File: config.mk
export PLATFORM = sky130hd
export DESIGN_NAME = output_disable_input_detect
export DESIGN_NICKNAME = d
export VERILOG_FILES = /design/src/design/odid_pkg.sv /design/src/design/output_disable_input_detect.sv /design/src/design/input_detect_channel.sv
export SDC_FILE = /design/constraint.sdc
export NUM_CORES = 1
export LEC_CHECK = 0
export BUFFER_PORTS_ARGS = -buffer_cell sky130_fd_sc_hd__buf_2
export CAP_MARGIN = 0
export CORE_ASPECT_RATIO = 0.9
export CORE_MARGIN = 1
export CORE_UTILIZATION = 56
export DETAILED_ROUTE_END_ITERATION = 6
export PLACE_DENSITY = 0.88
export SYNTH_ARGS = -nofsm -noshare
export SYNTH_HDL_FRONTEND = slang
export SYNTH_HIERARCHICAL = 1
export SYNTH_SLANG_ARGS = --single-unit
File: constraint.sdc
create_clock -name sys_clk_i -period 3.9 [get_ports sys_clk_i]
set_input_delay 0.585 -clock sys_clk_i [delete_from_list [all_inputs] [get_ports sys_clk_i]]
set_output_delay 0.585 -clock sys_clk_i [all_outputs]
set_load 0.01 [all_outputs]
File: src/design/odid_pkg.sv
// Constants, field layout and types shared by the input-level detectors.
// Assumes one 50 MHz clock and a synchronous, active-low reset.
package odid_pkg;

  //////////////////////////////////////////////////////////////////////////////
  // Geometry
  localparam int unsigned NUM_CH      = 4;
  localparam int unsigned ADDR_W      = 4;
  localparam int unsigned DATA_W      = 16;
  localparam int unsigned NUM_TICKS   = 6;
  localparam int unsigned PRESC_W     = 7;
  localparam int unsigned CNT_W       = 5;

  //////////////////////////////////////////////////////////////////////////////
  // Register offsets
  localparam logic [3:0] OFS_CTRL_B   = 4'h0;
  localparam logic [3:0] OFS_CTRL_C   = 4'h2;
  localparam logic [3:0] OFS_CTRL_D   = 4'h4;
  localparam logic [3:0] OFS_CTRL_E   = 4'h6;
  localparam logic [3:0] OFS_IRQ_STAT = 4'h8;
  localparam logic [3:0] OFS_IRQ_MASK = 4'ha;
  localparam logic [3:0] CH_OFS [NUM_CH] = '{OFS_CTRL_B, OFS_CTRL_C, OFS_CTRL_D, OFS_CTRL_E};

  //////////////////////////////////////////////////////////////////////////////
  // Field positions in a channel register
  localparam int unsigned MODE_LSB    = 0;
  localparam int unsigned SEL_LSB     = 4;
  localparam int unsigned FLAG_BIT    = 12;
  localparam int unsigned PIN_BIT     = 13;

  //////////////////////////////////////////////////////////////////////////////
  // Values after reset
  localparam logic [3:0] MODE_RST     = 4'h0;
  localparam logic [3:0] SEL_RST      = 4'h0;
  localparam logic [3:0] MASK_RST     = 4'h0;
  localparam logic       SYNC_RST     = 1'h1;

  //////////////////////////////////////////////////////////////////////////////
  // Detection mode codes
  localparam logic [3:0] MODE_EDGE    = 4'h0;
  localparam logic [3:0] MODE_DIV8    = 4'h1;
  localparam logic [3:0] MODE_DIV16   = 4'h2;
  localparam logic [3:0] MODE_DIV128  = 4'h3;
  localparam logic [3:0] MODE_DIV1    = 4'h4;
  localparam logic [3:0] MODE_DIV2    = 4'h5;
  localparam logic [3:0] MODE_DIV4    = 4'h6;

  //////////////////////////////////////////////////////////////////////////////
  // Prescaler taps: tick k fires when the masked counter bits are all ones
  localparam int unsigned TICK_DIV1   = 0;
  localparam int unsigned TICK_DIV2   = 1;
  localparam int unsigned TICK_DIV4   = 2;
  localparam int unsigned TICK_DIV8   = 3;
  localparam int unsigned TICK_DIV16  = 4;
  localparam int unsigned TICK_DIV128 = 5;
  localparam logic [6:0] DIV_MASK [NUM_TICKS] =
    '{7'h00, 7'h01, 7'h03, 7'h07, 7'h0f, 7'h7f};

  typedef enum logic [1:0] {SMP_IDLE, SMP_COUNT, SMP_HELD} smp_state_t;

endpackage

File: src/design/output_disable_input_detect.sv
// Four active-low disable-request detectors with flags, interrupt and register port.
// Assumes a single-cycle strobe master on the same clock; request pins are asynchronous.
`timescale 1ns/1ns
`default_nettype none

// Behaviour
// - In mode 0000 a falling edge on the request pin sets the channel's detection.
// - Modes 0001, 0010 and 0011 sample the pin at the clock divided by 8, 16 and 128.
// - Modes 0100, 0101 and 0110 sample the pin at the clock, half of it and a quarter of it.
// - A sampling mode detects only after the sample count select value plus one consecutive low samples.
// - Each channel has its own four-bit sample count select that sets the low run needed.
// - A channel's flag is set when the condition chosen by its mode and count occurs.
// - A flag clears only on a write of 0 that follows a read that returned it as 1.
// - In sampling modes the clearing write works only while the pin is back high.
module output_disable_input_detect
  import odid_pkg::*;
(
  // Clock and reset
  input  wire logic              sys_clk_i,
  input  wire logic              rst_n_i,
  // Register port
  input  wire logic [ADDR_W-1:0] reg_addr_i,
  input  wire logic [DATA_W-1:0] reg_wdata_i,
  input  wire logic              reg_wr_i,
  input  wire logic              reg_rd_i,
  output logic      [DATA_W-1:0] reg_rdata_o,
  // Request pins
  input  wire logic              disable_request_pin_b_n_i,
  input  wire logic              disable_request_pin_c_n_i,
  input  wire logic              disable_request_pin_d_n_i,
  input  wire logic              disable_request_pin_e_n_i,
  // To output high-impedance control
  output logic      [NUM_CH-1:0] disable_req_o,
  // Interrupt
  output logic                   irq_o
);

  //////////////////////////////////////////////////////////////////////////////
  // State

  logic [PRESC_W-1:0]   presc_reg;
  logic [NUM_TICKS-1:0] div_tick;
  logic [NUM_CH-1:0]    pins_n;
  logic [3:0]           mode_reg [NUM_CH];
  logic [3:0]           sel_reg  [NUM_CH];
  logic [NUM_CH-1:0]    flag_reg;
  logic [NUM_CH-1:0]    armed_reg;
  logic [NUM_CH-1:0]    detect;
  logic [NUM_CH-1:0]    pin_high;
  logic [NUM_CH-1:0]    sampling;
  logic [NUM_CH-1:0]    hit_wr;
  logic [NUM_CH-1:0]    hit_rd;
  logic [NUM_CH-1:0]    clear_ok;
  logic [NUM_CH-1:0]    irq_stat_reg;
  logic [NUM_CH-1:0]    irq_mask_reg;
  logic                 irq_reg;
  logic                 stat_rd;
  logic                 mask_wr;
  logic [DATA_W-1:0]    rdata_reg;
  logic [DATA_W-1:0]    rdata_next;

  assign pins_n = {disable_request_pin_e_n_i, disable_request_pin_d_n_i,
                   disable_request_pin_c_n_i, disable_request_pin_b_n_i};

  //////////////////////////////////////////////////////////////////////////////
  // Shared prescaler; all taps line up so divided samples stay phase-related

  always_ff @(posedge sys_clk_i) begin
    if (!rst_n_i) begin
      presc_reg <= 7'h00;
    end else begin
      presc_reg <= presc_reg + 7'h01;
    end
  end

  generate
    for (genvar t = 0; t < NUM_TICKS; t++) begin : g_tick
      assign div_tick[t] = (presc_reg & DIV_MASK[t]) == DIV_MASK[t];
    end
  endgenerate

  //////////////////////////////////////////////////////////////////////////////
  // Per-channel detector, configuration and flag

  generate
    for (genvar g = 0; g < NUM_CH; g++) begin : g_ch

      assign hit_wr[g] = reg_wr_i && (reg_addr_i == CH_OFS[g]);
      assign hit_rd[g] = reg_rd_i && (reg_addr_i == CH_OFS[g]);

      input_detect_channel u_det (
        .sys_clk_i   (sys_clk_i),
        .rst_n_i     (rst_n_i),
        .req_pin_n_i (pins_n[g]),
        .mode_i      (mode_reg[g]),
        .count_sel_i (sel_reg[g]),
        .div_tick_i  (div_tick),
        .detect_o    (detect[g]),
        .pin_high_o  (pin_high[g]),
        .sampling_o  (sampling[g])
      );

      // Forbidden codes are stored as written but never detect
      always_ff @(posedge sys_clk_i) begin
        if (!rst_n_i) begin
          mode_reg[g] <= MODE_RST;
        end else if (hit_wr[g]) begin
          mode_reg[g] <= reg_wdata_i[MODE_LSB +: 4];
        end
      end

      always_ff @(posedge sys_clk_i) begin
        if (!rst_n_i) begin
          sel_reg[g] <= SEL_RST;
        end else if (hit_wr[g]) begin
          sel_reg[g] <= reg_wdata_i[SEL_LSB +: 4];
        end
      end

      // Read of 1 arms the clear; any later write to the register disarms it
      always_ff @(posedge sys_clk_i) begin
        if (!rst_n_i) begin
          armed_reg[g] <= 1'b0;
        end else if (hit_rd[g] && flag_reg[g]) begin
          armed_reg[g] <= 1'b1;
        end else if (hit_wr[g] || !flag_reg[g]) begin
          armed_reg[g] <= 1'b0;
        end
      end

      assign clear_ok[g] = hit_wr[g] && !reg_wdata_i[FLAG_BIT] && armed_reg[g] &&
                           (!sampling[g] || pin_high[g]);

      // A new detection in the clearing cycle wins over the clear
      always_ff @(posedge sys_clk_i) begin
        if (!rst_n_i) begin
          flag_reg[g] <= 1'b0;
        end else if (detect[g]) begin
          flag_reg[g] <= 1'b1;
        end else if (clear_ok[g]) begin
          flag_reg[g] <= 1'b0;
        end
      end

      always_ff @(posedge sys_clk_i) begin
        if (!rst_n_i) begin
          irq_stat_reg[g] <= 1'b0;
        end else if (detect[g]) begin
          irq_stat_reg[g] <= 1'b1;
        end else if (stat_rd) begin
          irq_stat_reg[g] <= 1'b0;
        end
      end

    end
  endgenerate

  //////////////////////////////////////////////////////////////////////////////
  // Output-disable requests follow the flags directly

  assign disable_req_o = flag_reg;

  //////////////////////////////////////////////////////////////////////////////
  // Interrupt status and mask

  assign stat_rd = reg_rd_i && (reg_addr_i == OFS_IRQ_STAT);
  assign mask_wr = reg_wr_i && (reg_addr_i == OFS_IRQ_MASK);

  always_ff @(posedge sys_clk_i) begin
    if (!rst_n_i) begin
      irq_mask_reg <= MASK_RST;
    end else if (mask_wr) begin
      irq_mask_reg <= reg_wdata_i[NUM_CH-1:0];
    end
  end

  // Registered for a clean level; lags the status bit by one cycle
  always_ff @(posedge sys_clk_i) begin
    if (!rst_n_i) begin
      irq_reg <= 1'b0;
    end else begin
      irq_reg <= |(irq_stat_reg & irq_mask_reg);
    end
  end

  assign irq_o = irq_reg;

  //////////////////////////////////////////////////////////////////////////////
  // Read path; data valid only in the cycle after the strobe

  always_comb begin
    rdata_next = 16'h0000;
    unique case (reg_addr_i)
      OFS_CTRL_B, OFS_CTRL_C, OFS_CTRL_D, OFS_CTRL_E: begin
        for (int i = 0; i < NUM_CH; i++) begin
          if (reg_addr_i == CH_OFS[i]) begin
            rdata_next[MODE_LSB +: 4] = mode_reg[i];
            rdata_next[SEL_LSB +: 4]  = sel_reg[i];
            rdata_next[FLAG_BIT]      = flag_reg[i];
            rdata_next[PIN_BIT]       = pin_high[i];
          end
        end
      end
      OFS_IRQ_STAT: rdata_next[NUM_CH-1:0] = irq_stat_reg;
      OFS_IRQ_MASK: rdata_next[NUM_CH-1:0] = irq_mask_reg;
      default:      rdata_next = 16'h0000;
    endcase
  end

  always_ff @(posedge sys_clk_i) begin
    if (!rst_n_i) begin
      rdata_reg <= 16'h0000;
    end else if (reg_rd_i) begin
      rdata_reg <= rdata_next;
    end else begin
      rdata_reg <= 16'h0000;
    end
  end

  assign reg_rdata_o = rdata_reg;

endmodule

`default_nettype wire

File: src/design/input_detect_channel.sv
// One request-pin detector: synchroniser, falling-edge finder, low-level sampler.
// Assumes prescaler ticks come from the same clock, one cycle wide.
`timescale 1ns/1ns
`default_nettype none

module input_detect_channel
  import odid_pkg::*;
(
  // Clock and reset
  input  wire logic                 sys_clk_i,
  input  wire logic                 rst_n_i,
  // Pin and configuration
  input  wire logic                 req_pin_n_i,
  input  wire logic [3:0]           mode_i,
  input  wire logic [3:0]           count_sel_i,
  input  wire logic [NUM_TICKS-1:0] div_tick_i,
  // Results
  output logic                      detect_o,
  output logic                      pin_high_o,
  output logic                      sampling_o
);

  logic             sync1_reg;
  logic             sync2_reg;
  logic             prev_reg;
  logic [CNT_W-1:0] cnt_reg;
  logic [CNT_W-1:0] need;
  smp_state_t       state_reg;
  logic             sample_en;
  logic             edge_hit;
  logic             level_hit;

  //////////////////////////////////////////////////////////////////////////////
  // Idle level of the pin is high, so reset there to avoid a false edge
  always_ff @(posedge sys_clk_i) begin
    if (!rst_n_i) begin
      sync1_reg <= SYNC_RST;
      sync2_reg <= SYNC_RST;
      prev_reg  <= SYNC_RST;
    end else begin
      sync1_reg <= req_pin_n_i;
      sync2_reg <= sync1_reg;
      prev_reg  <= sync2_reg;
    end
  end

  assign pin_high_o = sync2_reg;
  assign edge_hit   = (mode_i == MODE_EDGE) && prev_reg && !sync2_reg;

  //////////////////////////////////////////////////////////////////////////////
  // Sample rate per mode; forbidden codes never sample
  always_comb begin
    unique case (mode_i)
      MODE_DIV8:   sample_en = div_tick_i[TICK_DIV8];
      MODE_DIV16:  sample_en = div_tick_i[TICK_DIV16];
      MODE_DIV128: sample_en = div_tick_i[TICK_DIV128];
      MODE_DIV1:   sample_en = div_tick_i[TICK_DIV1];
      MODE_DIV2:   sample_en = div_tick_i[TICK_DIV2];
      MODE_DIV4:   sample_en = div_tick_i[TICK_DIV4];
      default:     sample_en = 1'b0;
    endcase
  end

  assign sampling_o = (mode_i >= MODE_DIV8) && (mode_i <= MODE_DIV4);
  assign need       = {1'b0, count_sel_i} + 5'h01;

  //////////////////////////////////////////////////////////////////////////////
  // Consecutive-low counter; one hit per low episode
  always_ff @(posedge sys_clk_i) begin
    if (!rst_n_i) begin
      state_reg <= SMP_IDLE;
      cnt_reg   <= 5'h00;
    end else if (!sampling_o) begin
      state_reg <= SMP_IDLE;
      cnt_reg   <= 5'h00;
    end else if (sample_en) begin
      unique case (state_reg)
        SMP_IDLE, SMP_COUNT: begin
          if (sync2_reg) begin
            state_reg <= SMP_IDLE;
            cnt_reg   <= 5'h00;
          end else if (cnt_reg + 5'h01 == need) begin
            state_reg <= SMP_HELD;
            cnt_reg   <= 5'h00;
          end else begin
            state_reg <= SMP_COUNT;
            cnt_reg   <= cnt_reg + 5'h01;
          end
        end
        SMP_HELD: begin
          if (sync2_reg) begin
            state_reg <= SMP_IDLE;
          end
        end
      endcase
    end
  end

  assign level_hit = sampling_o && sample_en && (state_reg != SMP_HELD) && !sync2_reg &&
                     (cnt_reg + 5'h01 == need);
  assign detect_o  = edge_hit || level_hit;

endmodule

`default_nettype wire

Word-level counts from Yosys, hierarchy flattened --
Memory sizes are Yosys's and may differ from the RTL's. Index checks and enable logic that the tools add are counted.
Operators by class: add/sub/neg operators 9, $lt $le $gt $ge 8, equality and inequality tests 53, multiplexer cells 79, bitwise operators 9, reduce and logical (&&, ||, !) cells 120
Operators by type and width (count):
- $eq A4 B3 Y1 const B | 14
- $logic_and A1 B1 Y1 | 54
- $mux W5 | 8
- $eq A4 B2 Y1 const B | 9
- $mux W1 | 34
- $mux W2 | 16
- $mux W4 | 8
- $mux W8 | 4
- $reduce_and A2 Y1 | 13
- $pmux W1 S6 | 4
- $reduce_bool A2 Y1 | 12
- $add A4 B1 Y5 const B | 4
- $add A5 B1 Y5 const B | 4
- $eq A5 B5 Y1 | 4
- $logic_not A4 Y1 | 5
- $eq A4 B1 Y1 const B | 4
- $ge A4 B1 Y1 const B | 4
- $le A4 B3 Y1 const B | 4
- $pmux W2 S2 | 4
- $logic_not A1 Y1 | 13
- $eq A4 B4 Y1 const B | 3
- $logic_or A1 B1 Y1 | 12
- $pmux W4 S3 | 1
- $eq A2 B2 Y1 const B | 5
- 12 further kinds | 35
Word-level totals: bits in registers 80, bits in writable memories 32, bits of input ports 28, output and inout bits 21, word-level logic and storage cells 318, memories 2
Memory list:
- mode_reg | depth 4, bits a word 4, rd ports 4, clocked after memory_dff 0, write ports 4, line output_disable_input_detect.sv:44 | logic [3:0] mode_reg [NUM_CH];
- sel_reg | depth 4, bits a word 4, rd ports 4, clocked after memory_dff 0, write ports 4, line output_disable_input_detect.sv:45 | logic [3:0] sel_reg [NUM_CH];

Logic depth before layout (Yosys ltp) --
An unclocked memory read counts as a cell.
depth after elaboration 9, mapped depth 11, mapped depth without buffers 11

By module --
Netlist, hierarchy kept.
By module, submodules not included:
- output_disable_input_detect | times used 1, cells an instance 268, area each 2901.5 um^2, sequential area each 1641.6 um^2
- input_detect_channel | times used 4, cells an instance 71, area each 661.9 um^2, sequential area each 200.2 um^2

Worst setup path after synthesis --
OpenSTA, ideal clock, no wires.
kind register to register, from register presc_reg[0], to register flag_reg[0] (netlist: disable_req_o[0]), library setup time 0.069 ns, arrival 2.294 ns, required time 3.831 ns, slack 1.537 ns, cell stages (with the launch flop) 12, path buffers 0, clock period less this slack 2.363 ns, cells stage by stage dfxtp_1 > ha_1 > and3_1 > and3_1 > and2_1 > mux2_2 > a221o_1 > nand2_1 > or4_4 > o21ai_1 > nand2_1 > o21ai_1
Between the ends: word-level cells in the longest chain between the ends 8, elaborated cells on any way between the ends 12, those cells by class eq/ne: 4; mux: 2; reduce/logical: 6
Ends and longest elaborated chain:
- from (decl) | line output_disable_input_detect.sv:41 | logic [PRESC_W-1:0] presc_reg;
- from (signal assigned) | line output_disable_input_detect.sv:72 | presc_reg <= presc_reg + 7'h01;
- $eq A2 B2 Y1 * | line output_disable_input_detect.sv:78 | assign div_tick[t] = (presc_reg & DIV_MASK[t]) == DIV_MASK[t];
- named net div_tick[2] | line output_disable_input_detect.sv:42 | logic [NUM_TICKS-1:0] div_tick;
- $pmux W1 S6 * | line input_detect_channel.sv:53 | unique case (mode_i)
- $logic_and A1 B1 Y1 * (4 in a row) | line input_detect_channel.sv:99 | assign level_hit = sampling_o && sample_en && (state_reg != SMP_HELD) && !sync2_reg &&
- $logic_or A1 B1 Y1 * | line input_detect_channel.sv:101 | assign detect_o = edge_hit || level_hit;
- named net detect[0] | line output_disable_input_detect.sv:48 | logic [NUM_CH-1:0] detect;
- $mux W1 / $reduce_bool A2 Y1 (equally long branches)
- to (signal, indexed assignment) | line output_disable_input_detect.sv:137 | flag_reg[g] <= 1'b0;
- to (signal, indexed assignment) | line output_disable_input_detect.sv:139 | flag_reg[g] <= 1'b1;
- to (signal, indexed assignment) | line output_disable_input_detect.sv:141 | flag_reg[g] <= 1'b0;
- to (decl) | line output_disable_input_detect.sv:46 | logic [NUM_CH-1:0] flag_reg;
The timed path passes the listed nets; every way through them passes the cells marked *. A chain may end at the register's enable or synchronous reset.

Worst setup path in the final report --
from register presc_reg[1], to register flag_reg[2] (netlist: disable_req_o[2])
The elaborated chain is that of the path after synthesis.

==> flow_results.org <==
** Global route
- Largest net degree at the start of global routing :: roughly 40
- Wire length of the first global-routing pass :: 20200 um
- Across every metal layer, demand over resource in global routing totals 0.259.
- Via count of the first global-routing pass :: 4181
- The initial antenna violation count is 0.
- Summed over all layers, the global routing overflow is 0.

** Clock tree
- Clock Tree Root :: sky130_fd_sc_hd__clkbuf_8
- The clock net in this run drives a total of roughly 110 sinks.
- Clock input transition at the sequential cells of the worst setup and hold paths :: about 100 ps
- TritonCTS built the clock tree.
- Maximum level of the CTS H-tree :: 3
- Buffers inserted during clock tree synthesis total 9.
- Latest clock arrival within the worst-skew pair :: between 300 and 400 ps
- Once the clock tree was built, the resizer swapped 0 gates to a different size.
- Post CTS Setup Buffer Count :: 0
- Count of hold-fix buffers inserted at cts :: 0
- Clock tree buffer depth :: 2

** Die
- Die outline area :: between 10000 and 15000 um2
- Top-level port count :: a little under 50
- Cell Rows :: 34
- Die extent in y :: just under 100 um
- The die is roughly 110 um wide.
- After floorplanning, the core was sized to cover a little under 10000 um2.
- Initial core utilization :: 0.575

** Logic synthesis
- Top cells by area in the synthesized netlist :: sky130_fd_sc_hd__dfxtp_1, sky130_fd_sc_hd__edfxtp_1, sky130_fd_sc_hd__xnor2_1
- Count of warnings emitted by yosys :: 6
- Of the synthesized area, sequential elements account for 0.440.
- The mapped netlist covers 5550 um2.
- Distinct cell type count of the synthesized netlist :: 58
- Counting every instance in the synthesized netlist gives approximately 550.
- Flops & latches, synth :: roughly 110
- The most used flip-flop cell after synthesis is sky130_fd_sc_hd__dfxtp_1.
- Average cell area after synthesis :: ~10 um2
- The synthesized design spends more area on one cell type than any other, namely sky130_fd_sc_hd__dfxtp_1.
- Async set-or-reset flop fraction in the synthesized netlist :: 0
- The share of synthesized area in the top cell type comes to 0.267.
- sky130_fd_sc_hd__dfxtp_1 is the most common cell in the netlist.
- In this run, synthesis inferred 32 flip-flops with an integrated enable.
- Most instantiated cells after synthesis :: sky130_fd_sc_hd__dfxtp_1, sky130_fd_sc_hd__and2_1, sky130_fd_sc_hd__nand2_1

** Route
- The routed design uses just over 6000 um of met2 wire.
- Summed over all layers, the routed wires come to approximately 13000 um.
- Total DRC errors in the routed layout :: 0
- After detailed routing, the average wire length per cell comes to 17.5 um.
- After detailed routing, the number of vias per cell comes to around 6.0.
- Met1 routed wirelength after detailed routing :: roughly 5200 um
- The detail route stage leaves a number of antenna-violating nets equal to 0.
- In this run, the number of DRC markers left after iteration 0 of detailed routing was about 270.
- Summed over all nets, wire length on met3 after detailed routing comes to 951 um.
- Highest routed layer :: met4
- Vias :: 4332
- The first TritonRoute pass finished after 5 iterations.

** Power
- Relative contribution of the clock network to total power :: 0.331
- The analysis attributes to net switching a power of 0.558 mW.
- Dividing total power by cell area gives a power density of 353 nW/um2.
- IR analysis of the VDD net gives a maximum drop of approximately 0.26 mV.
- Cell internal power was estimated by the tool at 1.57 mW.
- The analysis attributes to cell leakage a power of ~2.4 nW.
- Of the total power, combinational logic draws 0.100.
- Sequential fraction of design power :: 0.569
- Net switching fraction of the power :: 0.262

** Timing
- Setup violations remaining at the end of the flow were counted as 0.
- Count of final hold-check violations :: 0
- At the pin with the least slew margin, the transition time is approximately 730 ps.
- Final sum of negative setup slack :: 0 ps
- Worst Clk Skew :: about 15 ps
- After layout, the minimum clock period comes to 3060 ps.
- F_max :: roughly 330 MHz
- Final cycle utilization of the critical path :: 0.785
- The number of pins exceeding their max-slew limit in the final report is 0.
- Setup repair after global routing left no endpoint under its margin.
- The worst pin sits at a relative slew slack of 0.513.

** Worst hold path
- The tightest min-delay check is of the primary input to flop type.

** Worst setup path
- Sort of element at the start of the critical path :: flop
- The worst setup path is captured at a flop.
- Worst setup path class :: flop to flop
- CP Data Required Time :: between 4000 and 5000 ps
- Worst-path maximum fanout :: 6
- Data arrives at the worst endpoint at 3390 ps.

** Layout
- Area Overhead vs Synth :: 8.50%
- The filler cells instantiated in the layout total between 700 and 800.
- The register with the most flip-flops in the layout has 20 of them.
- In the final layout, the share of cells above drive strength 1 is 0.155.
- Across the whole layout, storage elements account for ~2400 um2.
- Final cell utilization of the core :: 0.623
- In the final layout, the multi-input gates occupy 2960 um2.
- ANT cells :: 0
- The finished cells cover between 6000 and 7000 um2.
- The final layout contains ~630 nets.

** Status
- Status :: completed

** Placed design
- Routability-driven placement finished with a final weighted congestion of ~0.86.
- In this run the cell area measured after placement is between 5000 and 6000 um2.
- Final HPWL from detailed placement :: about 9300 um
- In this run the tool buffered the top-level ports with 35 buffer cells.

** Job
- Max Cap Viol :: 0
==> path summary, 6_finish.rpt <==
check	startpoint	endpoint	slack (ps)	depth (start not counted)
worst max-delay path	presc_reg[1]$_SDFF_PN0_	disable_req_o[2]$_SDFFE_PN0P_	840	11
worst min-delay path	disable_request_pin_c_n_i	g_ch[1].u_det/sync1_reg$_SDFF_PN1_	370	2
worst min register to register	g_ch[0].u_det/sync1_reg$_SDFF_PN1_	g_ch[0].u_det/pin_high_o$_SDFF_PN1_	410	1
worst max register to register	presc_reg[1]$_SDFF_PN0_	disable_req_o[2]$_SDFFE_PN0P_	840	11
==> metrics by stage <==
| stage | total power [mW] | std cells | worst slack [ps] | hold WS (ps) |
|---|---|---|---|---|
| finish | 2.13 | 720 | 837 | 367 |
| global route | 2.21 | 720 | 745 | 358 |
| CTS | 2.14 | 720 | 888 | 354 |
| detailed placement | 1.44 | 704 | 929 | 392 |
| global placement | 1.43 | 704 | 1000 | 390 |
| floorplan | 1.38 | 560 | 1540 | 386 |
==> power groups by stage <==
stage               Clock (mW)  Combinational, mW  Sequential [mW]
finish                   0.704              0.212             1.21
floorplan                    0              0.154             1.22
CTS                      0.720              0.210             1.21
detailed placement           0              0.208             1.23
global placement             0              0.200             1.23
global route             0.759              0.233             1.21
==> worst max-delay path, stage by stage, from the launching register on <==
cell                      delay, ps
sky130_fd_sc_hd__dfxtp_1        340
sky130_fd_sc_hd__ha_1           350
sky130_fd_sc_hd__and3_1         400
sky130_fd_sc_hd__and3_1         230
sky130_fd_sc_hd__and2_1         270
sky130_fd_sc_hd__mux2_2         220
sky130_fd_sc_hd__a221o_1        150
sky130_fd_sc_hd__nand2_1        110
sky130_fd_sc_hd__or4_4          440
sky130_fd_sc_hd__o21ai_1        290
sky130_fd_sc_hd__nand2_1         90
sky130_fd_sc_hd__o21ai_1        110
==> final cells by class <==
class	count	area share
inverters	19	0.0118
well taps	126	0.0262
clock buffers	12	0.0293
multi-input cells	417	0.491
repair buffers	36	0.0303
clock inverters	4	0.00582
flip-flops and latches	106	0.406
==> cell usage in the layout, fill, tap and decap left out, types with 5 or more instances in the layout <==
cell type / instances
sky130_fd_sc_hd__o221ai_1: 8
sky130_fd_sc_hd__a21oi_1: 19
sky130_fd_sc_hd__and3_1: 7
sky130_fd_sc_hd__clkbuf_8: 11
sky130_fd_sc_hd__nand2b_1: 17
sky130_fd_sc_hd__nor4b_1: 5
sky130_fd_sc_hd__o21ai_0: 9
sky130_fd_sc_hd__or3_1: 5
sky130_fd_sc_hd__buf_2: 35
sky130_fd_sc_hd__nand2_1: 40
sky130_fd_sc_hd__xnor2_1: 31
sky130_fd_sc_hd__edfxtp_1: 32
sky130_fd_sc_hd__a22oi_1: 9
sky130_fd_sc_hd__nor2_1: 39
sky130_fd_sc_hd__conb_1: 10
sky130_fd_sc_hd__dfxtp_1: 74
sky130_fd_sc_hd__mux2i_1: 12
sky130_fd_sc_hd__nor2b_1: 17
sky130_fd_sc_hd__xor2_1: 9
sky130_fd_sc_hd__inv_1: 19
sky130_fd_sc_hd__and2_1: 43
sky130_fd_sc_hd__mux2_2: 5
sky130_fd_sc_hd__a32o_1: 12
sky130_fd_sc_hd__nand3_1: 23
sky130_fd_sc_hd__and4_1: 7
sky130_fd_sc_hd__ha_1: 10
sky130_fd_sc_hd__o21ai_1: 9
==> logic make-up after synthesis <==
logic type,after synthesis,share of synthesized area
other cells,2,0.00135
simple gates,237,0.250
xor+xnor,44,0.0803
mux,17,0.0318
flops,106,0.440
fa+ha+maj,10,0.0225
buf+inv,37,0.0327
compound gates,99,0.142
==> per-layer routing <==
metal,GRT usage,vias up
li1,-,2065
met1,0.324,2064
met2,0.441,171
met3,0.0516,32
met4,0.106,0
met5,0,-
Power figures use the tool's default switching activity.
